File: config.mk
export PLATFORM = sky130hd
export DESIGN_NAME = irq_flag_vector_map
export DESIGN_NICKNAME = d
export VERILOG_FILES = /design/src/inc/ifv_pkg.sv /design/src/logic/irq_flag_vector_map.sv /design/src/logic/vector_select.sv
export VERILOG_INCLUDE_DIRS = /design/src /design/src/inc
export SDC_FILE = /design/constraint.sdc
export NUM_CORES = 1
export LEC_CHECK = 0
export BUFFER_PORTS_ARGS = -buffer_cell sky130_fd_sc_hd__buf_2
export CAP_MARGIN = 20
export CORE_MARGIN = 2
export CORE_UTILIZATION = 29
export DETAILED_ROUTE_END_ITERATION = 8
export GPL_TIMING_DRIVEN = 1
export SYNTH_ARGS = -nofsm -noshare
export SYNTH_HDL_FRONTEND = slang
export SYNTH_SLANG_ARGS = --single-unit
File: constraint.sdc
create_clock -name I_REF_CLK -period 3.4 [get_ports I_REF_CLK]
set_input_delay 0.51 -clock I_REF_CLK [delete_from_list [all_inputs] [get_ports I_REF_CLK]]
set_output_delay 0.51 -clock I_REF_CLK [all_outputs]
set_load 0.02 [all_outputs]
File: src/inc/ifv_cfg.svh
// offsets, field positions, reset values and vector addresses of the interrupt flag block
// included by every design file that needs a number and by the bench; the package does not include it
`ifndef IFV_CFG_SVH
`define IFV_CFG_SVH

// register indices; the apb byte address is four times the index
`define IFV_IDX_STAT_A 16'hFE04
`define IFV_IDX_STAT_B 16'hFE05
`define IFV_IDX_STAT_C 16'hFE06
`define IFV_IDX_EVT_STAT 16'hFE10
`define IFV_IDX_EVT_MASK 16'hFE11

// reset values
`define IFV_RST_STAT 8'h00
`define IFV_RST_PEND 17'h00000
`define IFV_RST_MASK 17'h00000

// field positions inside the status registers
`define IFV_A_LSB 2
`define IFV_B_FIRST 7
`define IFV_C_FIRST 15

// source codes of a vector answer
`define IFV_SRC_NONE 5'h00
`define IFV_SRC_SWI 5'h12
`define IFV_SRC_RESET 5'h13

// high byte addresses of the vector pairs
`define IFV_VEC_FLAG1_HI 16'hFFFA
`define IFV_VEC_SWI_HI 16'hFFFC
`define IFV_VEC_RESET_HI 16'hFFFE
`define IFV_VEC_NONE 16'h0000

`endif

File: src/inc/ifv_pkg.sv
// types shared by the interrupt flag block, the cpu model and the bench
// assumes ifv_cfg.svh is on the include path
package ifv_pkg;

  // register selected by an apb address
  typedef enum logic [2:0] {
    SEL_NONE,
    SEL_STAT_A,
    SEL_STAT_B,
    SEL_STAT_C,
    SEL_EVT_STAT,
    SEL_EVT_MASK
  } reg_sel_t;

  // answer to a vector fetch
  typedef struct packed {
    logic valid;
    logic [4:0] src;
    logic [15:0] hi_addr;
    logic [15:0] lo_addr;
  } vec_resp_t;

endpackage

File: src/logic/irq_flag_vector_map.sv
// interrupt pending flags, apb register file and vector fetch map
// assumes source requests and cpu fetch requests are synchronous to I_REF_CLK
`timescale 1ns/1ps
`include "ifv_cfg.svh"

module irq_flag_vector_map #(
  parameter int ADDR_W = 18
) (
  // clock and reset
  input wire logic I_REF_CLK,
  input wire logic I_RST,
  // apb slave
  input wire logic I_PSEL,
  input wire logic I_PENABLE,
  input wire logic I_PWRITE,
  input wire logic [ADDR_W-1:0] I_PADDR,
  input wire logic [31:0] I_PWDATA,
  input wire logic [3:0] I_PSTRB,
  output logic [31:0] O_PRDATA,
  output logic O_PREADY,
  output logic O_PSLVERR,
  // peripheral request pulses, bit n-1 is flag n
  input wire logic [16:0] I_SRC_REQ,
  // cpu vector fetch
  input wire logic I_VEC_REQ,
  input wire logic I_VEC_SWI,
  output ifv_pkg::vec_resp_t O_VEC,
  // interrupt line to the cpu
  output logic O_IRQ
);

  logic [16:0] pend_r;
  logic [16:0] pend_nxt;
  logic [16:0] mask_r;
  logic reset_entry_r;
  logic [4:0] sel_src;
  logic [15:0] sel_hi;
  logic [16:0] sw_clr;
  logic [16:0] fetch_clr;
  logic [31:0] wmask;
  logic setup;
  logic wr_done;
  ifv_pkg::reg_sel_t rd_sel;
  ifv_pkg::reg_sel_t wr_sel;

  // word aligned decode of the five mapped registers
  function automatic ifv_pkg::reg_sel_t decode(input logic [ADDR_W-1:0] addr);
    logic [15:0] idx;
    idx = addr[17:2];
    decode = ifv_pkg::SEL_NONE;
    if (addr[1:0] == 2'h0 && (addr >> 18) == '0) begin
      if (idx == `IFV_IDX_STAT_A) begin
        decode = ifv_pkg::SEL_STAT_A;
      end else if (idx == `IFV_IDX_STAT_B) begin
        decode = ifv_pkg::SEL_STAT_B;
      end else if (idx == `IFV_IDX_STAT_C) begin
        decode = ifv_pkg::SEL_STAT_C;
      end else if (idx == `IFV_IDX_EVT_STAT) begin
        decode = ifv_pkg::SEL_EVT_STAT;
      end else if (idx == `IFV_IDX_EVT_MASK) begin
        decode = ifv_pkg::SEL_EVT_MASK;
      end
    end
  endfunction

  // read value of each register
  function automatic logic [31:0] rd_value(input ifv_pkg::reg_sel_t s, input logic [16:0] p,
                                           input logic [16:0] m);
    rd_value = 32'h00000000;
    unique case (s)
      ifv_pkg::SEL_STAT_A: begin
        rd_value = {24'h000000, p[5:0], 2'h0};
      end
      ifv_pkg::SEL_STAT_B: begin
        rd_value = {24'h000000, p[13:6]};
      end
      ifv_pkg::SEL_STAT_C: begin
        rd_value = {29'h00000000, p[16:14]};
      end
      ifv_pkg::SEL_EVT_STAT: begin
        rd_value = {15'h0000, p};
      end
      ifv_pkg::SEL_EVT_MASK: begin
        rd_value = {15'h0000, m};
      end
      ifv_pkg::SEL_NONE: begin
        rd_value = 32'h00000000;
      end
    endcase
  endfunction

  assign setup = I_PSEL & ~I_PENABLE;
  assign wr_done = I_PSEL & I_PENABLE & O_PREADY & I_PWRITE;
  assign rd_sel = decode(I_PADDR);
  assign wr_sel = rd_sel;
  assign wmask = {{8{I_PSTRB[3]}}, {8{I_PSTRB[2]}}, {8{I_PSTRB[1]}}, {8{I_PSTRB[0]}}};

  // one wait-free access cycle: the answer is prepared during setup
  always_ff @(posedge I_REF_CLK) begin
    if (I_RST) begin
      O_PREADY <= 1'b0;
      O_PSLVERR <= 1'b0;
      O_PRDATA <= 32'h00000000;
    end else begin
      O_PREADY <= setup;
      O_PSLVERR <= setup & (rd_sel == ifv_pkg::SEL_NONE);
      O_PRDATA <= (setup & ~I_PWRITE) ? rd_value(rd_sel, pend_r, mask_r) : 32'h00000000;
    end
  end

  // mask register
  always_ff @(posedge I_REF_CLK) begin
    if (I_RST) begin
      mask_r <= `IFV_RST_MASK;
    end else if (wr_done && wr_sel == ifv_pkg::SEL_EVT_MASK) begin
      mask_r <= (mask_r & ~wmask[16:0]) | (I_PWDATA[16:0] & wmask[16:0]);
    end
  end

  // clears from software (write one) and from a served fetch
  assign sw_clr = (wr_done && wr_sel == ifv_pkg::SEL_EVT_STAT) ?
                  (I_PWDATA[16:0] & wmask[16:0]) : 17'h00000;

  vector_select u_vector_select (
    .i_pend(pend_r & mask_r),
    .i_swi(I_VEC_SWI),
    .i_reset_entry(reset_entry_r),
    .o_src(sel_src),
    .o_hi(sel_hi)
  );

  always_comb begin
    fetch_clr = 17'h00000;
    if (I_VEC_REQ && sel_src != `IFV_SRC_NONE && sel_src < `IFV_SRC_SWI) begin
      fetch_clr[sel_src - 5'h01] = 1'b1;
    end
  end

  // a request in the same cycle as a clear keeps its flag
  assign pend_nxt = (pend_r & ~(sw_clr | fetch_clr)) | I_SRC_REQ;

  // pending flags, cleared by reset
  always_ff @(posedge I_REF_CLK) begin
    if (I_RST) begin
      pend_r <= `IFV_RST_PEND;
    end else begin
      pend_r <= pend_nxt;
    end
  end

  // reset entry stands until its vector has been fetched
  always_ff @(posedge I_REF_CLK) begin
    if (I_RST) begin
      reset_entry_r <= 1'b1;
    end else if (I_VEC_REQ && sel_src == `IFV_SRC_RESET) begin
      reset_entry_r <= 1'b0;
    end
  end

  // vector answer, one cycle after the fetch request
  always_ff @(posedge I_REF_CLK) begin
    if (I_RST) begin
      O_VEC <= '0;
    end else begin
      O_VEC.valid <= I_VEC_REQ;
      if (I_VEC_REQ) begin
        O_VEC.src <= sel_src;
        O_VEC.hi_addr <= sel_hi;
        O_VEC.lo_addr <= (sel_src == `IFV_SRC_NONE) ? `IFV_VEC_NONE : {sel_hi[15:1], 1'b1};
      end
    end
  end

  // level interrupt while an unmasked flag is pending
  always_ff @(posedge I_REF_CLK) begin
    if (I_RST) begin
      O_IRQ <= 1'b0;
    end else begin
      O_IRQ <= |(pend_nxt & mask_r);
    end
  end
endmodule

File: src/logic/vector_select.sv
// fixed priority vector selector: picks the served entry and its high byte address
// assumes pending flags are already gated by the mask; combinational only
`timescale 1ns/1ps
`include "ifv_cfg.svh"

module vector_select (
  // candidates
  input wire logic [16:0] i_pend,
  input wire logic i_swi,
  input wire logic i_reset_entry,
  // choice
  output logic [4:0] o_src,
  output logic [15:0] o_hi
);

  // flag n sits two bytes below flag n-1, flag one just under the trap pair
  function automatic logic [15:0] flag_hi(input logic [4:0] n);
    flag_hi = 16'(`IFV_VEC_SWI_HI - {10'h000, n, 1'b0});
  endfunction

  always_comb begin
    o_src = `IFV_SRC_NONE;
    // lowest address first, so a higher entry overrides it
    for (int i = 16; i >= 0; i--) begin
      if (i_pend[i]) begin
        o_src = 5'(i + 1);
      end
    end
    if (i_swi) begin
      o_src = `IFV_SRC_SWI;
    end
    if (i_reset_entry) begin
      o_src = `IFV_SRC_RESET;
    end
    if (o_src == `IFV_SRC_RESET) begin
      o_hi = `IFV_VEC_RESET_HI;
    end else if (o_src == `IFV_SRC_SWI) begin
      o_hi = `IFV_VEC_SWI_HI;
    end else if (o_src == `IFV_SRC_NONE) begin
      o_hi = `IFV_VEC_NONE;
    end else begin
      o_hi = flag_hi(o_src);
    end
  end

endmodule

==> results.md, run 1 <==
- Walking the worst path, the cells encountered are a22o_1 > o211ai_1 > nand3_1 > a32o_2 > and2_4 > ha_4 > nand3_2 > o2bb2ai_2 > a211oi_2 > buf_4 > nand4b_1 > o32ai_2 > o22ai_2 > nor4_2 > a41oi_1.
- The sum of routed wire length over all layers is 15.3 mm.
- The placed standard-cell area is 5440 um2.
- The CTS tree is done.
- Counting distinct cell types in the post-synthesis netlist gives between 60 and 70.
- Setup repair after global routing could not meet its margin everywhere.
- The most used flip-flop cell after synthesis is sky130_fd_sc_hd__dfxtp_1.
- The worst setup path is of the flop to flop kind.
- The die covers 15700 um2.
- Clock-pin slew was measured on the worst setup and hold paths at 0.07 ns.
- The floorplan step set the die height to 125 um.
- Across the VDD grid, the largest voltage drop is roughly 0.23 mV.
- The number of rows created at floorplan is 44.
- The required time of the worst setup path is 3.62 ns.
- The mean cell area of the mapped netlist is 7.68 um2.
- Entering global routing, the biggest net connects 25 pins.
- The initial antenna violation count is 0.
- In the finished design, the share of the clock period the worst path needs comes to a little over nine tenths.
- The longest clock path from root to sink contains 2 buffers.
- The max-slew violation count is 0.
- The repair_antennas step left the layout with diodes totalling 0.
- Of the cells placed in the final design, the portion with a size suffix greater than 1 is 33.7%.
- The routed via count is 4816.
- For the worst-skew pair, the clock arrives at the later sink with an insertion delay of between 0.3 and 0.4 ns.
- The boundary pin count is 151.
- The finished cells cover 5880 um2.
- The logic gate share of total power is 14.1%.
- The worst-margin pin slew is 0.541 ns.
- The xor/xnor cell area share of the yosys netlist is 0.614%.
- The count of flip-flops with a built-in enable after synthesis is 0.
- From synthesis to final layout, the design area changed by 37.4%.
- The final number of hold-violating endpoints was 0.
- The post-synthesis instance area is 4280 um2.
- The maximum fanout count along the critical path is 6.
- The proportion of register bits with asynchronous set or reset after synthesis is 0%.
- The largest clock skew in the final design is ~0.013 ns.
- The post-synthesis share of cell area spent on full adders, half adders and majority gates is 1.75%.
- The complex-gate fraction of the synthesized area is a little over a quarter.
- Synthesis handed over a netlist of between 500 and 600 instances.
- The category of the worst setup path launch point is a flop.
- Max-cap violations in this run came to 0.
- The overall power of the completed layout is 2.33 mW.
- The first detailed-routing pass ran for 5 iterations.
- The number of DRC violations after detailed-routing iteration 0 is 506.
- At the end of the flow the core is filled with cells to 40.6%.
- The sequential share of power is 39.3%.
- The data arrival time of the critical path is between 3 and 4 ns.
- The maximum single-stage delay on the critical path is 0.33 ns.
- Cell internal power was estimated by the tool at 1.69 mW.
- The total leakage power is about 2.5 nW.
- Fill cells in the final layout number roughly 1.5k.
- CTS built an H-tree with a depth of 3.
- The post-detailed-route count of antenna-violating nets is 0.
- For the finished layout, the period the worst path requires is 3.36 ns.
- The half-perimeter wire length after placement is around 12 mm.
- The initial utilization of the core area, before any placement, comes to 29.5%.
- For this design, the slowest cell found on the critical path is sky130_fd_sc_hd__dfxtp_2.
- The via count of the first global-routing pass was roughly 4.5k.
- The main combinational cell family by area after synthesis is simple AND/OR/NAND/NOR gates.
- For this run, the top clock speed supported by timing is between 0.2 and 0.3 GHz.
- The area of the core is 14500 um2.
- The vias per cell is between 5 and 6.
- After synthesis the netlist holds a flip-flop and latch count of 73.
- In this run the horizontal extent of the chip is ~130 um.
- The clock net sink count is between 70 and 80.
- The setup check on the worst reg-to-reg path leaves a slack of 0.04 ns.
- The total net switching power is 0.637 mW.
- The leftover overflow at the end of global routing is 0.
- For this run, the post-layout net count is 815.
- Measured against its own limit, the worst slew margin works out to between 60% and 70%.
- In this run, CTS created clock tree buffers numbering 9.
- In this run switching power makes up 27.4% of total power.
- The worst setup path endpoint is O_IRQ$_SDFF_PP0_.
- The root buffer selected by CTS is sky130_fd_sc_hd__clkbuf_16.
- In this run the power density over the cells is about 400 nW/um2.
- The DRC violations left is 0.
- Measured in cells, the most critical reg-to-reg path has a length of 15.
- The capturing element type of the critical path is a flop.
- In the global route stage, overall resource usage came out at 19.2%.
- In the synthesized netlist, mux cells make up 0.936% of the area.
- The number of setup violations in the final report is 0.
- After Yosys synthesis, and, or, nand and nor cells account for 27.0% of the synthesized area.
- The endpoint of the worst register-to-register path is O_IRQ$_SDFF_PP0_.
- The sequential element share of the synthesized area is 34.2%.
- The first global-routing pass estimated 23.7 mm of wire.
- The number of buffers added to fix hold violations after cts is 0.
- The number of warning messages in the yosys log is 0.
- The congestion estimate from routability-driven global placement came to 0.961.
- Port buffering added roughly 120 buffers.
- After detailed routing, the average wire length per cell comes to 16.6 um.
- The run finished with clean final reports.
- The path class of the tightest hold or removal check is input pin to flop.
- The clock network is responsible for 46.6% of the overall power.
## per-layer routing
| metal | vias up | GRT usage (%) | share of wire (%) |
|---|---|---|---|
| met5 | - | 0 | 0 |
| met4 | 0 | 6.41 | 2.4 |
| met3 | 32 | 4.32 | 8.2 |
| met2 | 235 | 29.3 | 44 |
| met1 | 2230 | 26.7 | 45 |
| li1 | 2319 | - | - |
## cell usage in the layout (no fill, tap or decap), drive strengths merged, types with 5 or more instances in the layout
master,synthesis,routed
buf,40,204
nand2,105,105
dfxtp,73,73
a21oi,55,55
nor2,50,50
o21ai,17,17
conb,1,16
nand3,16,16
inv,11,13
a31oi,10,10
clkbuf,16,10
a21boi,10,10
o21a,8,8
a22oi,8,8
a211oi,8,8
a222oi,7,7
and3,7,7
nor3,7,7
and2,7,7
a22o,6,6
nand2b,6,6
ha,6,6
o211ai,5,5
nor2b,5,5
## final cells by class
class / instances / area [um2] / share of cell area (%)
multi-input cells: 432 / 2570 / 43.7
flip-flops and latches: 73 / 1470 / 25.0
repair buffers: 204 / 1240 / 21.0
clock buffers: 10 / 239 / 4.07
well taps: 184 / 230 / 3.92
clock inverters: 6 / 97.6 / 1.66
inverters: 11 / 41.3 / 0.703
## critical path, delay by kind of cell, from the launching register on
kind	cells	cell delay, ns
and+or+nand+nor	5	0.83
AOI/OAI and AO/OA	8	1.72
adders and majority gates	1	0.19
buffers and inverters	1	0.16
DFF	1	0.33
## synthesized netlist by cell type, drive strengths merged, types with 6 or more instances
cell / number / area [um2]
ha: 6 / 75.1
a22o: 6 / 52.6
nor2: 50 / 188
dfxtp: 73 / 1460
nand2b: 6 / 37.5
nand2: 105 / 394
clkbuf: 16 / 60.1
o21a: 8 / 60.1
a222oi: 7 / 70.1
a31oi: 10 / 62.6
nand3: 16 / 80.1
inv: 11 / 41.3
buf: 40 / 287
and2: 7 / 43.8
and3: 7 / 43.8
a21boi: 10 / 78.8
nor3: 7 / 35.0
a211oi: 8 / 70.1
a21oi: 55 / 275
a22oi: 8 / 65.1
o21ai: 17 / 85.1
## stage by stage
step / setup TNS, ns / instances / hold WS [ns] / worst slack (ns)
after detailed placement: -0.0410 / 900 / 0.438 / -0.0410
after floorplan: 0 / 572 / 0.465 / 0.0134
after global placement: -0.0640 / 900 / 0.432 / -0.0640
final: 0 / 920 / 0.353 / 0.0355
after global routing: -0.156 / 920 / 0.359 / -0.156
after CTS: 0 / 916 / 0.347 / 0.0199
## logic make-up after synthesis
kind of cell / after synthesis
AO/OA/AOI/OAI: 166
adder cells (fa/ha/maj): 6
other: 1
flip-flops: 73
multiplexers: 4
XOR/XNOR: 3
buffers and inverters: 67
AND/OR/NAND/NOR: 237
## worst min-delay path by stage
| stage | start | to | slack [ns] | depth (start not counted) |
|---|---|---|---|---|
| after detailed placement | O_VEC[22]$_SDFFE_PP0P_ | O_VEC[22]$_SDFFE_PP0P_ | 0.44 | 1 |
| after CTS | I_PENABLE | O_PREADY$_SDFF_PP0_ | 0.35 | 2 |
| final | I_PENABLE | O_PREADY$_SDFF_PP0_ | 0.35 | 2 |
| after global placement | O_VEC[22]$_SDFFE_PP0P_ | O_VEC[22]$_SDFFE_PP0P_ | 0.43 | 1 |
| after floorplan | flop | flop | 0.47 | 2 |
| after global routing | I_PENABLE | O_PREADY$_SDFF_PP0_ | 0.36 | 2 |
## power groups by stage
| stage | Sequential [mW] | Combinational [mW] | Clock [mW] |
|---|---|---|---|
| after floorplan | 0.953 | 0.173 | 0 |
| after global placement | 0.930 | 0.319 | 0 |
| after detailed placement | 0.930 | 0.320 | 0 |
| after CTS | 0.912 | 0.321 | 1.10 |
| after global routing | 0.917 | 0.353 | 1.14 |
| final | 0.913 | 0.329 | 1.08 |
## what timing repair did
action                                  CTS  global route
resized for setup                         3            15
buffers inserted                          0             4
pin swaps                                 1            12
endpoints found under the setup margin    1             1
(Power assumes the default switching activity.)
==> run 2: changes to the inputs <==
Settings changed: CORE_UTILIZATION 29 to 35, HOLD_SLACK_MARGIN from default to 0.05.
==> run 2 against run 1 <==
  * Sequential power barely moved
  * Non-clock buffer count shrank 4
  * Combinational power is 1% higher
  * Clock power increased by 5%
  * Critical path depth down 2
  * Via count about the same
  * Highest routed layer unchanged
  * Final cell count shrank 4.5%
  * Worst hold slack better by 0.012 ns
  * Largest cell class unchanged
  * Largest power group unchanged
  * Sequential share of layout area about the same
  * Power up 2.1%
==> results.md, run 2 (synthesized netlist as in run 1, its figures left out) <==
- The run finished with clean final reports.
- The number of buffers and inverters on the critical path is 1.
- 0 antenna diodes ended up in the layout.
- The routed via count is approximately 4.8k.
- The H-tree was split into 3 levels.
- Summed over all nets, the switching power comes to slightly above 0.6 mW.
- The required time of the worst setup path is 3.60 ns.
- The number of setup violations in the final report is 0.
- The final number of hold-violating endpoints was 0.
- Relative to the synthesized area, the layout overhead comes to 37.0%.
- Across the run, the number of max-cap violations was 0.
- Clock tree synthesis found a total of 73 sinks.
- Of the cells placed in the final design, the portion with a size suffix greater than 1 is 34.2%.
- The root buffer selected by CTS is sky130_fd_sc_hd__clkbuf_16.
- After floorplanning, the core was sized to cover ~12000 um2.
- The post-CTS clock slew at the launch and capture registers of the worst setup and hold paths is ~0.060 ns.
- The total leakage power is 2.51 nW.
- The endpoint of the worst register-to-register path is O_IRQ$_SDFF_PP0_.
- After layout, the worst path uses roughly 100% of the clock period.
- The width of the die is 115 um.
- The placement-stage worst setup slack is -0.237 ns.
- In the final routed layout, each cell accounts on average for 17.5 um.
- Entering global routing, the biggest net connects 34 pins.
- For this design the ratio of total power to cell area is 405 nW/um2.
- The post-layout net count is 811.
- The worst setup path is captured at a flop.
- The overall global routing resource usage is 23.5%.
- The sum of routed wire length over all layers is between 15 and 20 mm.
- For this configuration, the core starts out at a cell density of 35.8%.
- The setup check on the worst reg-to-reg path leaves a slack of around 0.017 ns.
- The insertion delay to the later sink of the worst-skew pair is 0.34 ns.
- Traced cell by cell, the critical path runs through a22o_1 > o211ai_1 > nand3_1 > a32o_2 > and2_4 > ha_2 > nand3b_1 > a211oi_4 > buf_4 > nand2_1 > or4_4 > a31oi_4 > a41oi_2.
- The die outline height is 115 um.
- Input and output buffers added on the ports amount to 118.
- The worst reg2reg path startpoint is pend_r[12]$_SDFF_PP0_.
- The commonest non-fill, non-tap cell in the layout is sky130_fd_sc_hd__buf_2.
- The maximum fanout count along the critical path is 3.
- The CTS tree is done.
- The clock network burns 47.6% of the power.
- Detailed placement finished with a half-perimeter wire length of 12.0 mm.
- At the pin with the least slew margin, the transition time is 0.579 ns.
- The initial antenna violation count came to 0.
- The critical path in this run is classified as flop to flop.
- The DRC violations left is 0.
- The number of detailed-routing iterations run before antenna repair is 7.
- Derived from the worst setup path, the maximum achievable clock frequency is 0.296 GHz.
- On the final layout, the worst clock skew is 0.00612 ns.
- The leftover overflow at the end of global routing is 0.
- Measured in cells, the most critical reg-to-reg path has a length of 13.
- The highest ir drop seen on vdd is 0.200 mV.
- The worst setup path endpoint is O_IRQ$_SDFF_PP0_.
- The share of total power consumed by net switching is 26.0%.
- For this design, the slowest cell found on the critical path is sky130_fd_sc_hd__or4_4.
- The number of buffers added to fix hold violations after cts is 0.
- The internal portion of the total power is 1.76 mW.
- The maximum single-stage delay on the critical path is approximately 0.51 ns.
- Counting the buffers created by CTS gives 9.
- Setup slack on the critical path of the routed design comes to 0.0170 ns.
- The worst setup path is launched from a flop.
- The tightest min-delay check is of the input pin to flop type.
- Combinational logic burns 14.0% of the power.
- The final estimated routing congestion in global placement is 0.951.
- The data arrival time of the critical path is 3.58 ns.
- The buffer levels on the longest clock path is 2.
- In this run the core area contains 40 standard-cell rows.
- The sequential share of power is between 30% and 40%.
- Once detail routing completed, the nets flagged for antenna violations numbered 0.
- In the layout the commonest cells are sky130_fd_sc_hd__buf_2 (118), sky130_fd_sc_hd__nand2_1 (105), sky130_fd_sc_hd__buf_4 (81).
- Measured against its own limit, the worst slew margin works out to 61.1%.
- The cell class contributing the biggest share of worst-path delay is compound AO/OA/AOI/OAI gates.
- The worst path in the final design needs a cycle of 3.38 ns, including I/O delays and setup.
- The completed layout was analyzed and its total power is between 2 and 2.5 mW.
- Setup repair after global routing could not meet its margin everywhere.
- The overall die area is around 13000 um2.
- The critical path crosses 13 cells after its start point.
- The global-route wire length before repair is about 24 mm.
- The via count of the first global-routing pass is 4486.
- The detailed router finished its first iteration with 417 violations.
- The vias per cell is 5.48.
- During I/O placement, the number of pins put on the boundary was about 150.
- The max-slew violation count is 0.
- The critical path startpoint is pend_r[12]$_SDFF_PP0_.
==> run 2: cell types whose count changed in the layout (fill, tap and decap cells not counted), moves of 2 or more <==
cell	delta
sky130_fd_sc_hd__or4_4	+2
sky130_fd_sc_hd__dfxtp_2	-2
sky130_fd_sc_hd__dfxtp_1	+2
sky130_fd_sc_hd__and3_1	-2
sky130_fd_sc_hd__buf_4	-5
sky130_fd_sc_hd__or4_1	-2
==> run 2: layout make-up <==
cell class,count,area (um2)
Clock buffer,10,239
Clock inverter,6,115
Fill cell,1206,6100
Inverter,11,41.3
Multi-Input combinational cell,432,2610
Sequential cell,73,1460
Tap cell,147,184
Timing Repair Buffer,200,1210
==> run 2: worst min-delay path by stage <==
| stage | cells past startpoint | end | from |
|---|---|---|---|
| after floorplan | 2 | flop | flop |
| after global placement | 1 | O_VEC[6]$_SDFFE_PP0P_ | O_VEC[6]$_SDFFE_PP0P_ |
| after detailed placement | 1 | O_VEC[6]$_SDFFE_PP0P_ | O_VEC[6]$_SDFFE_PP0P_ |
| after CTS | 2 | O_PREADY$_SDFF_PP0_ | I_PENABLE |
| after global routing | 2 | O_PREADY$_SDFF_PP0_ | I_PENABLE |
| final | 2 | O_PREADY$_SDFF_PP0_ | I_PENABLE |
==> run 2: stage by stage <==
stage	area, um2	instances	utilization [%]	TNS, ns	hold WS, ns
floorplan	4350	572	-	0	0.465
global placement	5350	858	44.7	-0.233	0.431
detailed placement	5350	858	44.7	-0.237	0.438
CTS	5800	877	48.5	0	0.358
global route	5860	879	49.0	-0.123	0.385
finish	5860	879	49.0	0	0.366
==> run 2: power by group through the flow <==
stage	registers, mW	clock network [mW]	logic [mW]
final	0.911	1.13	0.333
after global routing	0.915	1.18	0.361
after CTS	0.911	1.14	0.327
after detailed placement	0.929	0	0.321
after global placement	0.928	0	0.317
after floorplan	0.953	0	0.173
==> run 2: timing repair <==
action                     CTS  global route
resized for setup           17             9
setup buffers                3             2
pin swaps                   16            12
setup endpoints to repair    1             1
==> run 2: metal layers <==
layer  part of all wire [%]  GRT usage [%]  wire (um)  vias to the layer above
li1                       -              -          -                     2298
met1                     45           32.2       6860                     2273
met2                     47           37.3       7170                      211
met3                    6.4           3.65        989                       33
met4                    2.3           8.37        355                        0
met5                      0              0          0                        -
